`config.mk`:
```
export PLATFORM = sky130hd
export DESIGN_NAME = sfsw_top
export DESIGN_NICKNAME = d
export VERILOG_FILES = /design/src/logic/sfsw_pkg.sv /design/src/logic/sfsw_pin_if.sv /design/src/logic/sfsw_pin_sync.sv /design/src/logic/sfsw_top.sv
export VERILOG_INCLUDE_DIRS = /design/src /design/src/logic
export SDC_FILE = /design/constraint.sdc
export NUM_CORES = 1
export LEC_CHECK = 0
export BUFFER_PORTS_ARGS = -buffer_cell sky130_fd_sc_hd__buf_2
export CORE_MARGIN = 1
export CORE_UTILIZATION = 36
export DETAILED_ROUTE_END_ITERATION = 16
export PLACE_DENSITY_LB_ADDON = 0.08
export SKIP_LAST_GASP = 1
export SLEW_MARGIN = 5
export SYNTH_ARGS = -nofsm -noshare
export SYNTH_HDL_FRONTEND = slang
export SYNTH_HIERARCHICAL = 1
export SYNTH_SLANG_ARGS = --single-unit
```
`constraint.sdc`:
```
create_clock -name mclk_i -period 5.39 [get_ports mclk_i]
set_clock_uncertainty 0.15 [all_clocks]
set_input_delay 0.8085 -clock mclk_i [delete_from_list [all_inputs] [get_ports mclk_i]]
set_output_delay 0.8085 -clock mclk_i [all_outputs]
set_load 0.05 [all_outputs]
```
`src/logic/sfsw_regs.svh`:
```
// constants of the serial flash status write and read command logic
//
// How it works
// status write accepted only if write_enable_latch was set earlier.
// host lowers select_n, sends command byte then one data byte.
// status write changes only bits 7, 3 and 2.
// status bits 6, 5 and 4 always read zero.
// select_n must rise right after data bit eight, else write discarded.
// valid write starts timed cycle; write_in_progress high throughout, then low.
// status register stays readable during the status write cycle.
// end of status write cycle clears write_enable_latch.
// write_protect_n low with status_write_disable set gives hardware_lock_mode.
// hardware_lock_mode rejects every status write, latch or not.
// with status_write_disable clear, only the latch gates a status write; code also refuses it while any write cycle runs.
// in hardware_lock_mode protected area and status settings stay fixed; a status write already running when the pin falls still lands its new bits.
// hardware_lock_mode entered whichever of bit or pin comes first.
// hardware_lock_mode left only by write_protect_n going high; code also leaves it when a running status write lands bit 7 clear.
// read: command, 24-bit address on rising edges, data on falling edges.
// address increments per output byte and wraps to zero at the top.
// select_n high ends a read, output released, back to idle.
// read commands ignored while any write cycle runs.
// fast read inserts one dummy byte after the address.
// address bits above the device capacity are ignored.
// latch clear refuses every write, program and erase command.
// protect_size bits kept in non-volatile storage.
// status bits: 7 disable, 3 and 2 protect size, 1 latch, 0 busy.
// command bytes 0x01 status write, 0x03 read, 0x0b fast read.
`ifndef SFSW_REGS_SVH
`define SFSW_REGS_SVH

// ****************************************************************
// command bytes
// ****************************************************************
`define SFSW_CMD_WRSR  8'h01
`define SFSW_CMD_READ  8'h03
`define SFSW_CMD_FAST  8'h0b
`define SFSW_CMD_RDSR  8'h05
`define SFSW_CMD_WREN  8'h06
`define SFSW_CMD_WRDI  8'h04

// ****************************************************************
// status bit positions and reset values
// ****************************************************************
`define SFSW_BIT_SWD   7
`define SFSW_BIT_PSH   3
`define SFSW_BIT_PSL   2
`define SFSW_BIT_LATCH 1
`define SFSW_BIT_BUSY  0
`define SFSW_NV_RST    3'h0

// ****************************************************************
// pin indices into the synchroniser, idle levels
// ****************************************************************
`define SFSW_PIN_SEL   0
`define SFSW_PIN_SCK   1
`define SFSW_PIN_SI    2
`define SFSW_PIN_WP    3
`define SFSW_PIN_NUM   4
`define SFSW_PIN_RST   4'h9

// ****************************************************************
// timing
// ****************************************************************
`define SFSW_CLK_PERIOD_NS        25
`define SFSW_STATUS_WRITE_TIME_NS 15000000
`define SFSW_STATUS_WRITE_CYCLES  \
   ((`SFSW_STATUS_WRITE_TIME_NS + `SFSW_CLK_PERIOD_NS - 1) / `SFSW_CLK_PERIOD_NS)
`define SFSW_ADDR_W    18
`define SFSW_TMR_W     24

`endif

```
`src/logic/sfsw_pkg.sv`:
```
// types of the serial flash status write and read command logic
package sfsw_pkg;

   // command frame states
   typedef enum logic [2:0] {
      SFSW_IDLE,
      SFSW_CMD,
      SFSW_ADDR,
      SFSW_DUMMY,
      SFSW_OUT,
      SFSW_WSR,
      SFSW_HOLD,
      SFSW_SKIP
   } sfsw_state_t;

endpackage : sfsw_pkg

```
`src/logic/sfsw_pin_if.sv`:
```
// synchronised pin levels and edge pulses between synchroniser and core
`timescale 1ns/10ps
interface sfsw_pin_if #(
   parameter int W = 4
);
   logic [W-1:0] lvl;
   logic [W-1:0] rise;
   logic [W-1:0] fall;

   modport drv (output lvl, output rise, output fall);
   modport use_p (input lvl, input rise, input fall);
endinterface : sfsw_pin_if

```
`src/logic/sfsw_pin_sync.sv`:
```
// three-stage pin synchroniser with agreement filter and edge pulses
`timescale 1ns/10ps
module sfsw_pin_sync #(
   parameter int           W       = 4,
   parameter logic [W-1:0] RST_VAL = '0
) (
   input  logic         mclk_i,
   input  logic         srst_i,
   input  logic         ce_i,
   input  logic [W-1:0] raw_i,
   sfsw_pin_if.drv      pins
);

   typedef struct packed {
      logic [W-1:0] s1;
      logic [W-1:0] s2;
      logic [W-1:0] s3;
      logic [W-1:0] lvl;
      logic [W-1:0] rise;
      logic [W-1:0] fall;
   } sfsw_sync_st_t;

   sfsw_sync_st_t q;
   sfsw_sync_st_t d;

   // ****************************************************************
   // next state: s1 feeds only s2; a change counts once s2 and s3 agree
   // ****************************************************************
   always_comb begin
      d      = q;
      d.s1   = raw_i;
      d.s2   = q.s1;
      d.s3   = q.s2;
      d.rise = '0;
      d.fall = '0;
      for (int i = 0; i < W; i++) begin
         if ((q.s2[i] == q.s3[i]) && (q.s3[i] != q.lvl[i])) begin
            d.lvl[i]  = q.s3[i];
            d.rise[i] = q.s3[i];
            d.fall[i] = ~q.s3[i];
         end
      end
   end

   // state register, frozen while the clock enable is low
   always_ff @(posedge mclk_i) begin
      if (srst_i) begin
         q <= '{s1: RST_VAL, s2: RST_VAL, s3: RST_VAL, lvl: RST_VAL, rise: '0, fall: '0};
      end else if (ce_i) begin
         q <= d;
      end
   end

   assign pins.lvl  = q.lvl;
   assign pins.rise = q.rise;
   assign pins.fall = q.fall;

endmodule : sfsw_pin_sync

```
`src/logic/sfsw_top.sv`:
```
// serial flash command core: status write, protection modes, read commands
//
// The address-and-strobe port was chosen for this implementation.
`timescale 1ns/10ps
`include "sfsw_regs.svh"
module sfsw_top
   import sfsw_pkg::*;
#(
   parameter int ADDR_W              = `SFSW_ADDR_W,
   parameter int TMR_W               = `SFSW_TMR_W,
   parameter int STATUS_WRITE_CYCLES = `SFSW_STATUS_WRITE_CYCLES
) (
   input  logic              mclk_i,
   input  logic              srst_i,
   input  logic              ce_i,
   input  logic              select_n_i,
   input  logic              sclk_i,
   input  logic              serial_in_i,
   input  logic              write_protect_n_i,
   input  logic              other_cycle_busy_i,
   input  logic [2:0]        nv_status_i,
   input  logic [7:0]        mem_data_i,
   output logic              serial_out_o,
   output logic              serial_out_oe_o,
   output logic [ADDR_W-1:0] mem_addr_o,
   output logic              mem_rd_o,
   output logic              write_in_progress_o,
   output logic              write_enable_latch_o,
   output logic              hardware_lock_mode_o,
   output logic [1:0]        protect_size_o,
   output logic [2:0]        nv_status_o
);

   localparam logic [TMR_W-1:0] TMR_LOAD = TMR_W'(STATUS_WRITE_CYCLES - 1);

   typedef struct packed {
      sfsw_state_t       st;
      logic [4:0]        cnt;
      logic [7:0]        cmd;
      logic [7:0]        sh;
      logic [ADDR_W-1:0] addr;
      logic [7:0]        obyte;
      logic [2:0]        obit;
      logic [7:0]        nxt;
      logic              rd;
      logic              pend;
      logic              so;
      logic              oe;
      logic              swd;
      logic              psh;
      logic              psl;
      logic              wen;
      logic              busy;
      logic [2:0]        nst;
      logic [TMR_W-1:0]  tmr;
      logic              hwl;
      logic              booted;
   } sfsw_core_st_t;

   sfsw_core_st_t q;
   sfsw_core_st_t d;
   logic          bit_in;
   logic [7:0]    sh_next;
   logic [7:0]    byte_out;

   sfsw_pin_if #(.W(`SFSW_PIN_NUM)) pins ();

   // ****************************************************************
   // pin synchronisers
   // ****************************************************************
   sfsw_pin_sync #(
      .W       (`SFSW_PIN_NUM),
      .RST_VAL (`SFSW_PIN_RST)
   ) u_sfsw_pin_sync (
      .mclk_i (mclk_i),
      .srst_i (srst_i),
      .ce_i   (ce_i),
      .raw_i  ({write_protect_n_i, serial_in_i, sclk_i, select_n_i}),
      .pins   (pins)
   );

   // ****************************************************************
   // helpers
   // ****************************************************************
   // status byte as the host sees it; bits 6..4 are fixed zero
   function automatic logic [7:0] status_byte(input sfsw_core_st_t s);
      logic [7:0] b;
      b                = 8'h00;
      b[`SFSW_BIT_SWD] = s.swd;
      b[`SFSW_BIT_PSH] = s.psh;
      b[`SFSW_BIT_PSL] = s.psl;
      b[`SFSW_BIT_LATCH] = s.wen;
      b[`SFSW_BIT_BUSY]  = s.busy;
      return b;
   endfunction : status_byte

   // commands that move data out of the array
   function automatic logic is_read(input logic [7:0] c);
      return (c == `SFSW_CMD_READ) || (c == `SFSW_CMD_FAST);
   endfunction : is_read

   assign bit_in  = pins.lvl[`SFSW_PIN_SI];
   assign sh_next = {q.sh[6:0], bit_in};
   assign byte_out = (q.cmd == `SFSW_CMD_RDSR) ? status_byte(q) : q.nxt;

   // ****************************************************************
   // next state
   // ****************************************************************
   always_comb begin
      d      = q;
      d.rd   = 1'b0;
      d.pend = q.rd;

      // nonvolatile bits are taken once, the cycle after reset release
      if (!q.booted) begin
         d.booted               = 1'b1;
         {d.swd, d.psh, d.psl}  = nv_status_i;
      end

      // lock decode is registered; pin low with bit set locks, pin high frees
      d.hwl = q.swd & ~pins.lvl[`SFSW_PIN_WP];

      // array read data lands one cycle after the strobe, then step ahead
      if (q.pend) begin
         d.nxt  = mem_data_i;
         d.addr = q.addr + 1'b1;
      end

      // self-timed status write cycle; new bits and latch clear at the end
      if (q.busy) begin
         if (q.tmr == '0) begin
            d.busy                = 1'b0;
            d.wen                 = 1'b0;
            {d.swd, d.psh, d.psl} = q.nst;
         end else begin
            d.tmr = q.tmr - 1'b1;
         end
      end

      if (pins.fall[`SFSW_PIN_SEL]) begin
         // a new frame always starts with the command byte
         d.st  = SFSW_CMD;
         d.cnt = 5'h0;
         d.oe  = 1'b0;
      end else if (pins.rise[`SFSW_PIN_SEL]) begin
         // deselect ends any frame and releases the output
         d.st = SFSW_IDLE;
         d.oe = 1'b0;
         if (q.st == SFSW_HOLD) begin
            case (q.cmd)
               `SFSW_CMD_WREN: begin
                  if (!q.busy) begin
                     d.wen = 1'b1;
                  end
               end
               `SFSW_CMD_WRDI: begin
                  if (!q.busy) begin
                     d.wen = 1'b0;
                  end
               end
               `SFSW_CMD_WRSR: begin
                  // only reached when exactly eight data bits came in
                  if (q.wen && !q.hwl && !q.busy && !other_cycle_busy_i) begin
                     d.busy = 1'b1;
                     d.tmr = TMR_LOAD;
                     d.nst = {q.sh[`SFSW_BIT_SWD], q.sh[`SFSW_BIT_PSH],
                              q.sh[`SFSW_BIT_PSL]};
                  end
               end
               default: begin
               end
            endcase
         end
      end else if (pins.rise[`SFSW_PIN_SCK] && !pins.lvl[`SFSW_PIN_SEL]) begin
         // input bits are taken on rising clock edges
         d.sh  = sh_next;
         d.cnt = q.cnt + 5'h1;
         case (q.st)
            SFSW_CMD: begin
               if (q.cnt == 5'd7) begin
                  d.cmd = sh_next;
                  d.cnt = 5'h0;
                  case (sh_next)
                     `SFSW_CMD_READ, `SFSW_CMD_FAST: begin
                        // a running cycle is left alone, the read dropped
                        d.st = (q.busy || other_cycle_busy_i) ? SFSW_SKIP : SFSW_ADDR;
                     end
                     `SFSW_CMD_RDSR: begin
                        d.st   = SFSW_OUT;
                        d.obit = 3'h0;
                     end
                     `SFSW_CMD_WRSR: begin
                        d.st = SFSW_WSR;
                     end
                     `SFSW_CMD_WREN, `SFSW_CMD_WRDI: begin
                        d.st = SFSW_HOLD;
                     end
                     default: begin
                        d.st = SFSW_SKIP;
                     end
                  endcase
               end
            end
            SFSW_ADDR: begin
               // only the low bits are kept, so upper bits fall off
               d.addr = {q.addr[ADDR_W-2:0], bit_in};
               if (q.cnt == 5'd23) begin
                  d.cnt = 5'h0;
                  if (q.cmd == `SFSW_CMD_FAST) begin
                     d.st = SFSW_DUMMY;
                  end else begin
                     d.st   = SFSW_OUT;
                     d.obit = 3'h0;
                     d.rd   = 1'b1;
                  end
               end
            end
            SFSW_DUMMY: begin
               if (q.cnt == 5'd7) begin
                  d.cnt  = 5'h0;
                  d.st   = SFSW_OUT;
                  d.obit = 3'h0;
                  d.rd   = 1'b1;
               end
            end
            SFSW_WSR: begin
               if (q.cnt == 5'd7) begin
                  d.cnt = 5'h0;
                  d.st  = SFSW_HOLD;
               end
            end
            SFSW_HOLD: begin
               // a ninth bit spoils the frame; deselect will find nothing to do
               d.st = SFSW_SKIP;
            end
            default: begin
            end
         endcase
      end else if (pins.fall[`SFSW_PIN_SCK] && !pins.lvl[`SFSW_PIN_SEL] &&
                   (q.st == SFSW_OUT)) begin
         // output bits change on falling clock edges, msb first
         d.oe   = 1'b1;
         d.obit = q.obit + 3'h1;
         if (q.obit == 3'h0) begin
            d.so    = byte_out[7];
            d.obyte = {byte_out[6:0], 1'b0};
            d.rd    = is_read(q.cmd);
         end else begin
            d.so    = q.obyte[7];
            d.obyte = {q.obyte[6:0], 1'b0};
         end
      end
   end

   // ****************************************************************
   // state register
   // ****************************************************************
   // one register for all state keeps the clock enable freeze uniform
   always_ff @(posedge mclk_i) begin
      if (srst_i) begin
         q        <= '0;
         q.st     <= SFSW_IDLE;
         {q.swd, q.psh, q.psl} <= `SFSW_NV_RST;
      end else if (ce_i) begin
         q <= d;
      end
   end

   // ****************************************************************
   // outputs, all straight from the state register
   // ****************************************************************
   assign serial_out_o         = q.so;
   assign serial_out_oe_o      = q.oe;
   assign mem_addr_o           = q.addr;
   assign mem_rd_o             = q.rd;
   assign write_in_progress_o  = q.busy;
   assign write_enable_latch_o = q.wen;
   assign hardware_lock_mode_o = q.hwl;
   assign protect_size_o       = {q.psh, q.psl};
   assign nv_status_o          = {q.swd, q.psh, q.psl};

endmodule : sfsw_top

```
==> summary.md, run 1 <==
| Metric | Value |
|---|---|
| Die height | 133 um |
| Max Fclk | 0.349 GHz |
| PwrDens | 313 nW/um^2 |
| # nets final | 772 |
| DP HPWL | 10600 um |
| Peak VDD IR | 0.200 mV |
| DR vias/cell | 5.56 |
| Area growth syn-to-layout | 11.9% |
| Hold-fix buffers, CTS | 0 |
| Mapped cell area | 6210 um^2 |
| Pre-Repair DR Iteration Count | 5 |
| Relative slew margins | 0.387 |
| Cells after DPL | 949 |
| WHS Path Cells | 2 |
| I/O Pins | 48 |
| TritonCTS buffer count | 17 |
| Post-CTS Setup Inserts | 0 |
| H-tree depth | 4 |
| Period utilization | 0.532 |
| Clock transition at path regs | 0.05 ns |
| Worst Hold Class | reg2reg |
| DRC viols | 0 |
| Hold Fails Final Rpt | 0 |
| Net Count, Synth | 779 |
| CP max FO | 33 |
| FP Rows | 47 |
| Commonest cells after routing, fill and taps aside | dfxtp_1, nor2_1, a21oi_1 |
| First-pass GRT wire length | 25900 um |
| Initial core utilization | 0.372 |
| Resized cells post-CTS | 0 |
| Synth Instances | 755 |
| Initial antenna violation count | 0 |
| Final std cells w/o fill | 981 |
| Worst Max-Slew Pin Slew | 0.907 ns |
| CTS root buf | clkbuf_16 |
| GPL Wtd Cong | 0.804 |
| Commonest non-fill, non-tap cell in the layout | dfxtp_1 |
| Register area | 2360 um^2 |
| Vias in the first global route | 4939 |
| Die area | 17800 um^2 |
| CP startpoint | ce_i |
| Yosys warnings | 6 |
| Fill cell count | 1731 |
| R2r endpoint | mem_addr_o[1] |
| Setup slack, reg-to-reg | 2.54 ns |
| Worst R2R Start | u_sfsw_pin_sync/pins.rise[1] |
| Max_cap viols | 0 |
| Data arrival, critical path | 3.04 ns |
| Total wire length | 15500 um |
| Leak | 2.56 nW |
| Vias | 5458 |
| Clk_lat worst skew | 0.42 ns |
| Core box area | 16700 um^2 |
| Setup TNS Final | 0 ns |
| Congestion Overflow GR | 0 |
| WS Path Type | in2reg |
| Drt first-iter violations | 338 |
| Largest net degree at the start of global routing | 72 |
| GRT Resource Usage Total | 0.183 |
| R2r worst-path depth | 4 |
| Die W | 133 um |
| Routed wire per std cell | 15.8 um |
| CP Capture Type | register |
| Unrepaired setup endpoints after global routing | false |
| Status | finished clean |
| ANT nets after route | 0 |
| Crit path to | q[48] |
| Ant diodes | 0 |
| Syn avg cell area | 8.23 um^2 |
| Port buffer count | 47 |
| Final Setup Violations | 0 |
| CTS sink cnt | 118 |
| Hold_sp | q[50] |
| CTS tree | built |
| Fin. max-slew vios | 0 |
| Longest Clk Path Bufs | 2 |
| Crit path launch type | primary input |
| Area taken by multi-input logic gates | 3350 um^2 |
| Worst EP required | 5.56 ns |
| Share of cells above drive strength 1 | 0.143 |
| Minimum clock period | 2.87 ns |
critical path, stage by stage:
cell and delay, ns:
buf_2 0.50, nor4b_2 0.30, buf_4 0.22, nand4_1 0.21, nor2_1 0.57, a21oi_1 0.15
a211oi_1 0.25
stage by stage:
step / util / area [um^2] / setup slack [ns] / hold WS (ns) / power [mW]
after detailed placement: 0.378 / 6310 / 2.11 / 0.299 / 0.979
after floorplan: - / 6210 / 2.88 / 0.279 / 0.962
final: 0.416 / 6950 / 2.52 / 0.305 / 2.17
after global routing: 0.416 / 6950 / 2.27 / 0.335 / 2.26
after global placement: 0.378 / 6310 / 2.21 / 0.292 / 0.978
after CTS: 0.416 / 6950 / 2.54 / 0.308 / 2.21
flip-flops by register name, summed over array words and instances (netlist names):
| register | flops |
|---|---|
| nv_status_o | 3 |
| mem_addr_o | 18 |
| u_sfsw_pin_sync/d | 8 |
| u_sfsw_pin_sync/pins.fall | 2 |
| u_sfsw_pin_sync/q | 4 |
| write_enable_latch_o | 1 |
| serial_out_oe_o | 1 |
| serial_out_o | 1 |
| u_sfsw_pin_sync/pins.lvl | 4 |
| u_sfsw_pin_sync/pins.rise | 2 |
| mem_rd_o | 1 |
| q | 71 |
| write_in_progress_o | 1 |
| hardware_lock_mode_o | 1 |
how the worst min path moves through the flow:
stage | to
floorplan | q[50]
global placement | u_sfsw_pin_sync/d[12]
detailed placement | u_sfsw_pin_sync/d[12]
CTS | q[50]
global route | q[43]
finish | q[50]
layout make-up:
type,count,share of cell area
multi-input combinational,544,0.482
sequential,118,0.340
clock buffer,18,0.0632
clock inverter,14,0.0288
inverter,17,0.00918
timing repair buffer,50,0.0375
tap,220,0.0396
where the power goes:
group | switching (mW) | leakage (nW) | internal [mW]
combinational | 0.0512 | 1.31 | 0.0207
clock | 0.424 | 0.303 | 0.790
sequential | 0.00761 | 0.953 | 0.880
total | 0.483 | 2.56 | 1.69
routing by layer:
metal  wire length [um]  part of all wire  track usage
met5                  0                 0            0
met3                532             0.034       0.0434
met1               7950              0.51        0.257
met2               6850              0.44        0.271
met4                202             0.013       0.0657
(Power assumes the default switching activity.)
==> run 2, diff against run 1 <==
==> constraint.sdc (replaced) <==
create_clock -name mclk_i -period 2.7 [get_ports mclk_i]
set_clock_uncertainty 0.15 [all_clocks]
set_input_delay 0.405 -clock mclk_i [delete_from_list [all_inputs] [get_ports mclk_i]]
set_output_delay 0.405 -clock mclk_i [all_outputs]
set_load 0.05 [all_outputs]
==> summary.md, run 2 (synthesis gave the netlist of run 1 again) <==
| Metric | Value |
|---|---|
| Status | finished clean |
| CP Capture Type | register |
| Final Setup Violations | 0 (unchanged) |
| Worst Hold Class | in2reg |
| CTS sink cnt | 118 (unchanged) |
| Hold-fix buffers, CTS | 0 (unchanged) |
| Core box area | 16700 um^2 (unchanged) |
| Worst EP required | 2.83 ns (-2.73 ns) |
| I/O Pins | 48 (unchanged) |
| Largest net degree at the start of global routing | 51 (-29%) |
| Setup TNS Final | 0 ns (unchanged) |
| DP HPWL | 11200 um (+5.5%) |
| Dpl ws | 0.314 ns (-1.79 ns) |
| Worst Max-Slew Pin Slew | 0.744 ns (-0.163 ns) |
| Die area | 17800 um^2 (unchanged) |
| Commonest cells after routing, fill and taps aside | dfxtp_1, nor2_1, a21oi_1 |
| Drt first-iter violations | 405 (+20%) |
| Minimum clock period | 2.38 ns |
| Area growth syn-to-layout | 15.4% |
| Peak VDD IR | 0.422 mV (+110%) |
| Hold Fails Final Rpt | 0 (unchanged) |
| Pre-Repair DR Iteration Count | 5 (unchanged) |
| Congestion Overflow GR | 0 (unchanged) |
| DRC viols | 0 (unchanged) |
| FP Rows | 47 (unchanged) |
| Longest Clk Path Bufs | 2 (unchanged) |
| Leak | 2.71 nW (+5.6%) |
| Resized cells post-CTS | 0 (unchanged) |
| Fill cell count | 1760 (+1.7%) |
| Port buffer count | 47 (unchanged) |
| Commonest non-fill, non-tap cell in the layout | dfxtp_1 |
| Clock transition at path regs | 0.06 ns (about the same) |
| Clk_lat worst skew | 0.42 ns (about the same) |
| CP max FO | 7 (-79%) |
| H-tree depth | 4 (unchanged) |
| CTS root buf | clkbuf_16 |
| Most flops, register | q |
| Area taken by multi-input logic gates | 3350 um^2 (unchanged) |
| GPL Wtd Cong | 0.805 (+0.11%) |
| Data arrival, critical path | 2.51 ns (-0.53 ns) |
| # nets final | 797 (+3.2%) |
| ANT nets after route | 0 (unchanged) |
| Share of cells above drive strength 1 | 0.169 (+0.0260) |
| Post-CTS Setup Inserts | 0 (unchanged) |
| PwrDens | 626 nW/um^2 (+100%) |
| Period utilization | 0.883 |
| WS Path Type | reg2reg |
| DR vias/cell | 5.50 (-1.2%) |
| Initial core utilization | 0.372 (unchanged) |
| CTS tree | built |
| Relative slew margins | 0.503 (+0.116) |
| Crit path launch type | register |
| Routed wire per std cell | 16.0 um (+1.1%) |
| First-pass GRT wire length | 26600 um (+2.8%) |
| Total wire length | 16100 um (+3.7%) |
| TritonCTS buffer count | 17 (unchanged) |
| Initial antenna violation count | 0 (unchanged) |
| Register area | 2360 um^2 (unchanged) |
| Die W | 133 um (unchanged) |
| Max Fclk | 0.419 GHz |
| GRT Resource Usage Total | 0.188 (+0.00553) |
| Fin. max-slew vios | 0 (unchanged) |
| Die height | 133 um (unchanged) |
| Unrepaired setup endpoints after global routing | false |
| Max_cap viols | 0 (unchanged) |
| Post-route setup slack | 0.316 ns (-2.21 ns) |
| Ant diodes | 0 (unchanged) |
| Max FFs per register | 71 (unchanged) |
| Vias | 5531 (+1.3%) |
| Vias in the first global route | 5197 (+5.2%) |
## run 2: cell types whose count changed in the layout (fill, tap and decap cells not counted), sizes merged
| cell | change |
|---|---|
| clkinvlp | -1 |
| bufinv | +2 |
| inv | -2 |
| clkbuf | +1 |
| buf | +25 |
## run 2: layout make-up
| cell class | count | area share |
|---|---|---|
| clock buffer | 19 | 0.0618 |
| clock inverter | 13 | 0.0318 |
| inverter | 17 | 0.00890 |
| sequential | 118 | 0.330 |
| timing repair buffer | 75 | 0.0625 |
| multi-input combinational | 544 | 0.467 |
| tap | 220 | 0.0384 |
## run 2: layer usage
metal	part of all wire	vias up	GRT usage	routed length, um
met4	0.015	0	0.0657	238
met2	0.45	109	0.295	7310
met3	0.033	18	0.0381	535
met5	0	-	0	0
li1	-	2753	-	-
met1	0.50	2651	0.256	8020
## run 2: final timing paths
| check | startpoint | endpoint | slack (ns) | depth (start not counted) |
|---|---|---|---|---|
| min reg2reg | q[50] | q[50] | 0.30 | 2 |
| min | select_n_i | u_sfsw_pin_sync/d[16] | 0.04 | 2 |
| max reg2reg | q[11] | q[12] | 0.32 | 5 |
| max | q[11] | q[12] | 0.32 | 5 |
## run 2: where the power goes
group	switching, mW	internal [mW]
registers	0.0146	1.76
clock network	0.818	1.75
logic	0.104	0.0454
## run 2: through the flow
stage / instances / power (mW) / utilization / cell area (um^2) / hold slack [ns]
2_1_floorplan: 755 / 1.92 / - / 6210 / 0.279
3_3_place_gp: 974 / 1.96 / 0.389 / 6500 / 0.289
3_5_place_dp: 974 / 1.96 / 0.389 / 6500 / 0.292
4_1_cts: 1006 / 4.55 / 0.429 / 7170 / 0.0303
5_1_grt: 1006 / 4.64 / 0.429 / 7170 / 0.0335
6_report: 1006 / 4.49 / 0.429 / 7170 / 0.0412
## run 2: worst max-delay path: stages (launching register included)
cell     delay (ns)
dfxtp_1        0.35
or4_4          0.59
or4_1          0.59
o21ai_2        0.33
or3_1          0.16
a31oi_1        0.07
==> run 3, diff against run 2 <==
--- a/config.mk
+++ b/config.mk
@@ -7,6 +7,7 @@
 export NUM_CORES = 1
 export LEC_CHECK = 0
 export BUFFER_PORTS_ARGS = -buffer_cell sky130_fd_sc_hd__buf_2
+export CORE_ASPECT_RATIO = 0.7
 export CORE_MARGIN = 1
 export CORE_UTILIZATION = 36
 export DETAILED_ROUTE_END_ITERATION = 16
==> summary.md, run 3 (synthesis gave the netlist of run 1 again) <==
| Metric | Value |
|---|---|
| Status | finished clean |
| Area growth syn-to-layout | 15.4% (about the same) |
| Sum of buffers and inverters on the critical path | 0 (unchanged) |
| Hold Path Sink | u_sfsw_pin_sync/d[19] |
| Ant diodes | 0 (unchanged) |
| Final instance area | 7170 um^2 (about the same) |
| Congestion Overflow GR | 0 (unchanged) |
| Vias in the first global route | 5214 (+0.33%) |
| Hold-fix buffers, CTS | 0 (unchanged) |
| Setup TNS Final | 0 ns (unchanged) |
| Hold Fails Final Rpt | 0 (unchanged) |
| Crit path largest cell delay | 0.69 ns (+0.10 ns) |
| I/O Pins | 48 (unchanged) |
| Cells after DPL | 979 (+0.51%) |
| Setup slack, reg-to-reg | 0.26 ns (-0.05 ns) |
| CP cell instances | or4_1, and4b_1, and3_1, nor2_1, a2111oi_2 |
| WHS Path Cells | 2 (unchanged) |
| Unrepaired setup endpoints after global routing | false |
| TritonCTS buffer count | 17 (unchanged) |
| Final std cells w/o fill | 1011 (+0.50%) |
| Port buffer count | 47 (unchanged) |
| Peak VDD IR | 0.377 mV (-11%) |
| FP Rows | 39 (-17%) |
| Fill cell count | 1679 (-4.6%) |
| Most flops, register | q |
| Drt first-iter violations | 354 (-13%) |
| Pre-Repair DR Iteration Count | 5 (unchanged) |
| Worst R2R Start | q[18] |
| Post-DP Area | 6520 um^2 (+0.29%) |
| Relative slew margins | 0.517 (+0.0138) |
| Die area | 17800 um^2 (about the same) |
| R2r worst-path depth | 5 (unchanged) |
| Period utilization | 0.903 (+0.0198) |
| CTS sink cnt | 118 (unchanged) |
| GRT Resource Usage Total | 0.190 (+0.00164) |
| CTS tree | built |
| Slowest CP cell | or4_1 |
| DR vias/cell | 5.54 (+0.84%) |
| CP max FO | 7 (unchanged) |
| Worst Max-Slew Pin Slew | 0.718 ns (-0.0257 ns) |
| Die W | 159 um (+19%) |
| Total wire length | 16300 um (+1.3%) |
| CTS root buf | clkbuf_16 |
| Leak | 2.69 nW (-0.49%) |
| Max Fclk | 0.410 GHz (-2.2%) |
| Routed wire per std cell | 16.1 um (+0.81%) |
| Die height | 112 um (-16%) |
| CP Capture Type | register |
| Minimum clock period | 2.44 ns (+0.0536 ns) |
| Initial core utilization | 0.374 (+0.00247) |
| # nets final | 797 (unchanged) |
| Commonest cells after routing, fill and taps aside | dfxtp_1, nor2_1, a21oi_1 |
| Share of cells above drive strength 1 | 0.170 (+0.00127) |
| WS Path Type | reg2reg |
| Hold_sp | write_protect_n_i |
| R2r endpoint | nv_status_o[1] |
| GPL Wtd Cong | 0.838 (+4.1%) |
| DP HPWL | 11300 um (+1.6%) |
| Largest net degree at the start of global routing | 71 (+39%) |
| Initial antenna violation count | 0 (unchanged) |
| Dpl ws | 0.270 ns (-0.0438 ns) |
| Clk_lat worst skew | 0.42 ns (about the same) |
| Crit path launch type | register |
| Post-route setup slack | 0.262 ns (-0.0536 ns) |
| Core box area | 16600 um^2 (-0.66%) |
| Register area | 2360 um^2 (unchanged) |
| Max FFs per register | 71 (unchanged) |
| Area taken by multi-input logic gates | 3350 um^2 (+0.11%) |
| Data arrival, critical path | 2.60 ns (+0.09 ns) |
| Worst Hold Class | in2reg |
| Largest delay share family, worst path | simple AND/OR/NAND/NOR gates |
| Post-layout util | 0.432 (+0.00277) |
| ANT nets after route | 0 (unchanged) |
| H-tree depth | 4 (unchanged) |
| Worst EP required | 2.86 ns (+0.03 ns) |
| Clock transition at path regs | 0.06 ns (about the same) |
| Fin. max-slew vios | 0 (unchanged) |
| Final Setup Violations | 0 (unchanged) |
| First-pass GRT wire length | 27000 um (+1.6%) |
| Vias | 5605 (+1.3%) |
| PwrDens | 615 nW/um^2 (-1.8%) |
| Total Power | 4.41 mW (-1.8%) |
| DRC viols | 0 (unchanged) |
| WHS | 0.0434 ns (+0.00227 ns) |
| Commonest non-fill, non-tap cell in the layout | dfxtp_1 |
| Max_cap viols | 0 (unchanged) |
| Longest Clk Path Bufs | 2 (unchanged) |
[run 3: cell count changes in the layout (fill, tap and decap cells not counted), sizes merged]
cell	before	now
clkinvlp	2	4
bufinv	6	5
clkinv	5	4
[run 3: layout make-up]
| cell class | instances | area share |
|---|---|---|
| inverter | 17 | 0.00890 |
| timing repair buffer | 75 | 0.0642 |
| clock inverter | 13 | 0.0285 |
| multi-input combinational | 544 | 0.468 |
| clock buffer | 19 | 0.0618 |
| sequential | 118 | 0.330 |
| tap | 225 | 0.0393 |
[run 3: how the worst max path moves through the flow]
| stage | cells past startpoint | end | start |
|---|---|---|---|
| finish | 5 | nv_status_o[1] | q[18] |
| global route | 8 | nv_status_o[1] | q[2] |
| CTS | 8 | q[5] | q[2] |
| detailed placement | 8 | q[5] | q[2] |
| global placement | 5 | nv_status_o[1] | q[18] |
| floorplan | 8 | mem_addr_o[11] | u_sfsw_pin_sync/pins.rise[0] |
[run 3: routing by layer]
layer / vias up / wire, um / GRT usage
met5: - / 0 / 0
met1: 2711 / 8530 / 0.274
met3: 10 / 760 / 0.0484
met4: 0 / 112 / 0.0571
met2: 117 / 6910 / 0.275
li1: 2767 / - / -
[run 3: power by group]
group	leakage, nW	internal (mW)	total (mW)	switching [mW]
registers	0.953	1.76	1.77	0.0150
logic	1.43	0.0474	0.155	0.107
clock network	0.305	1.66	2.48	0.827
total	2.69	3.46	4.41	0.949
[run 3: repair_timing]
item,CTS,global route
setup buffers,0,0
setup endpoints to repair,0,2
resized for setup,0,1
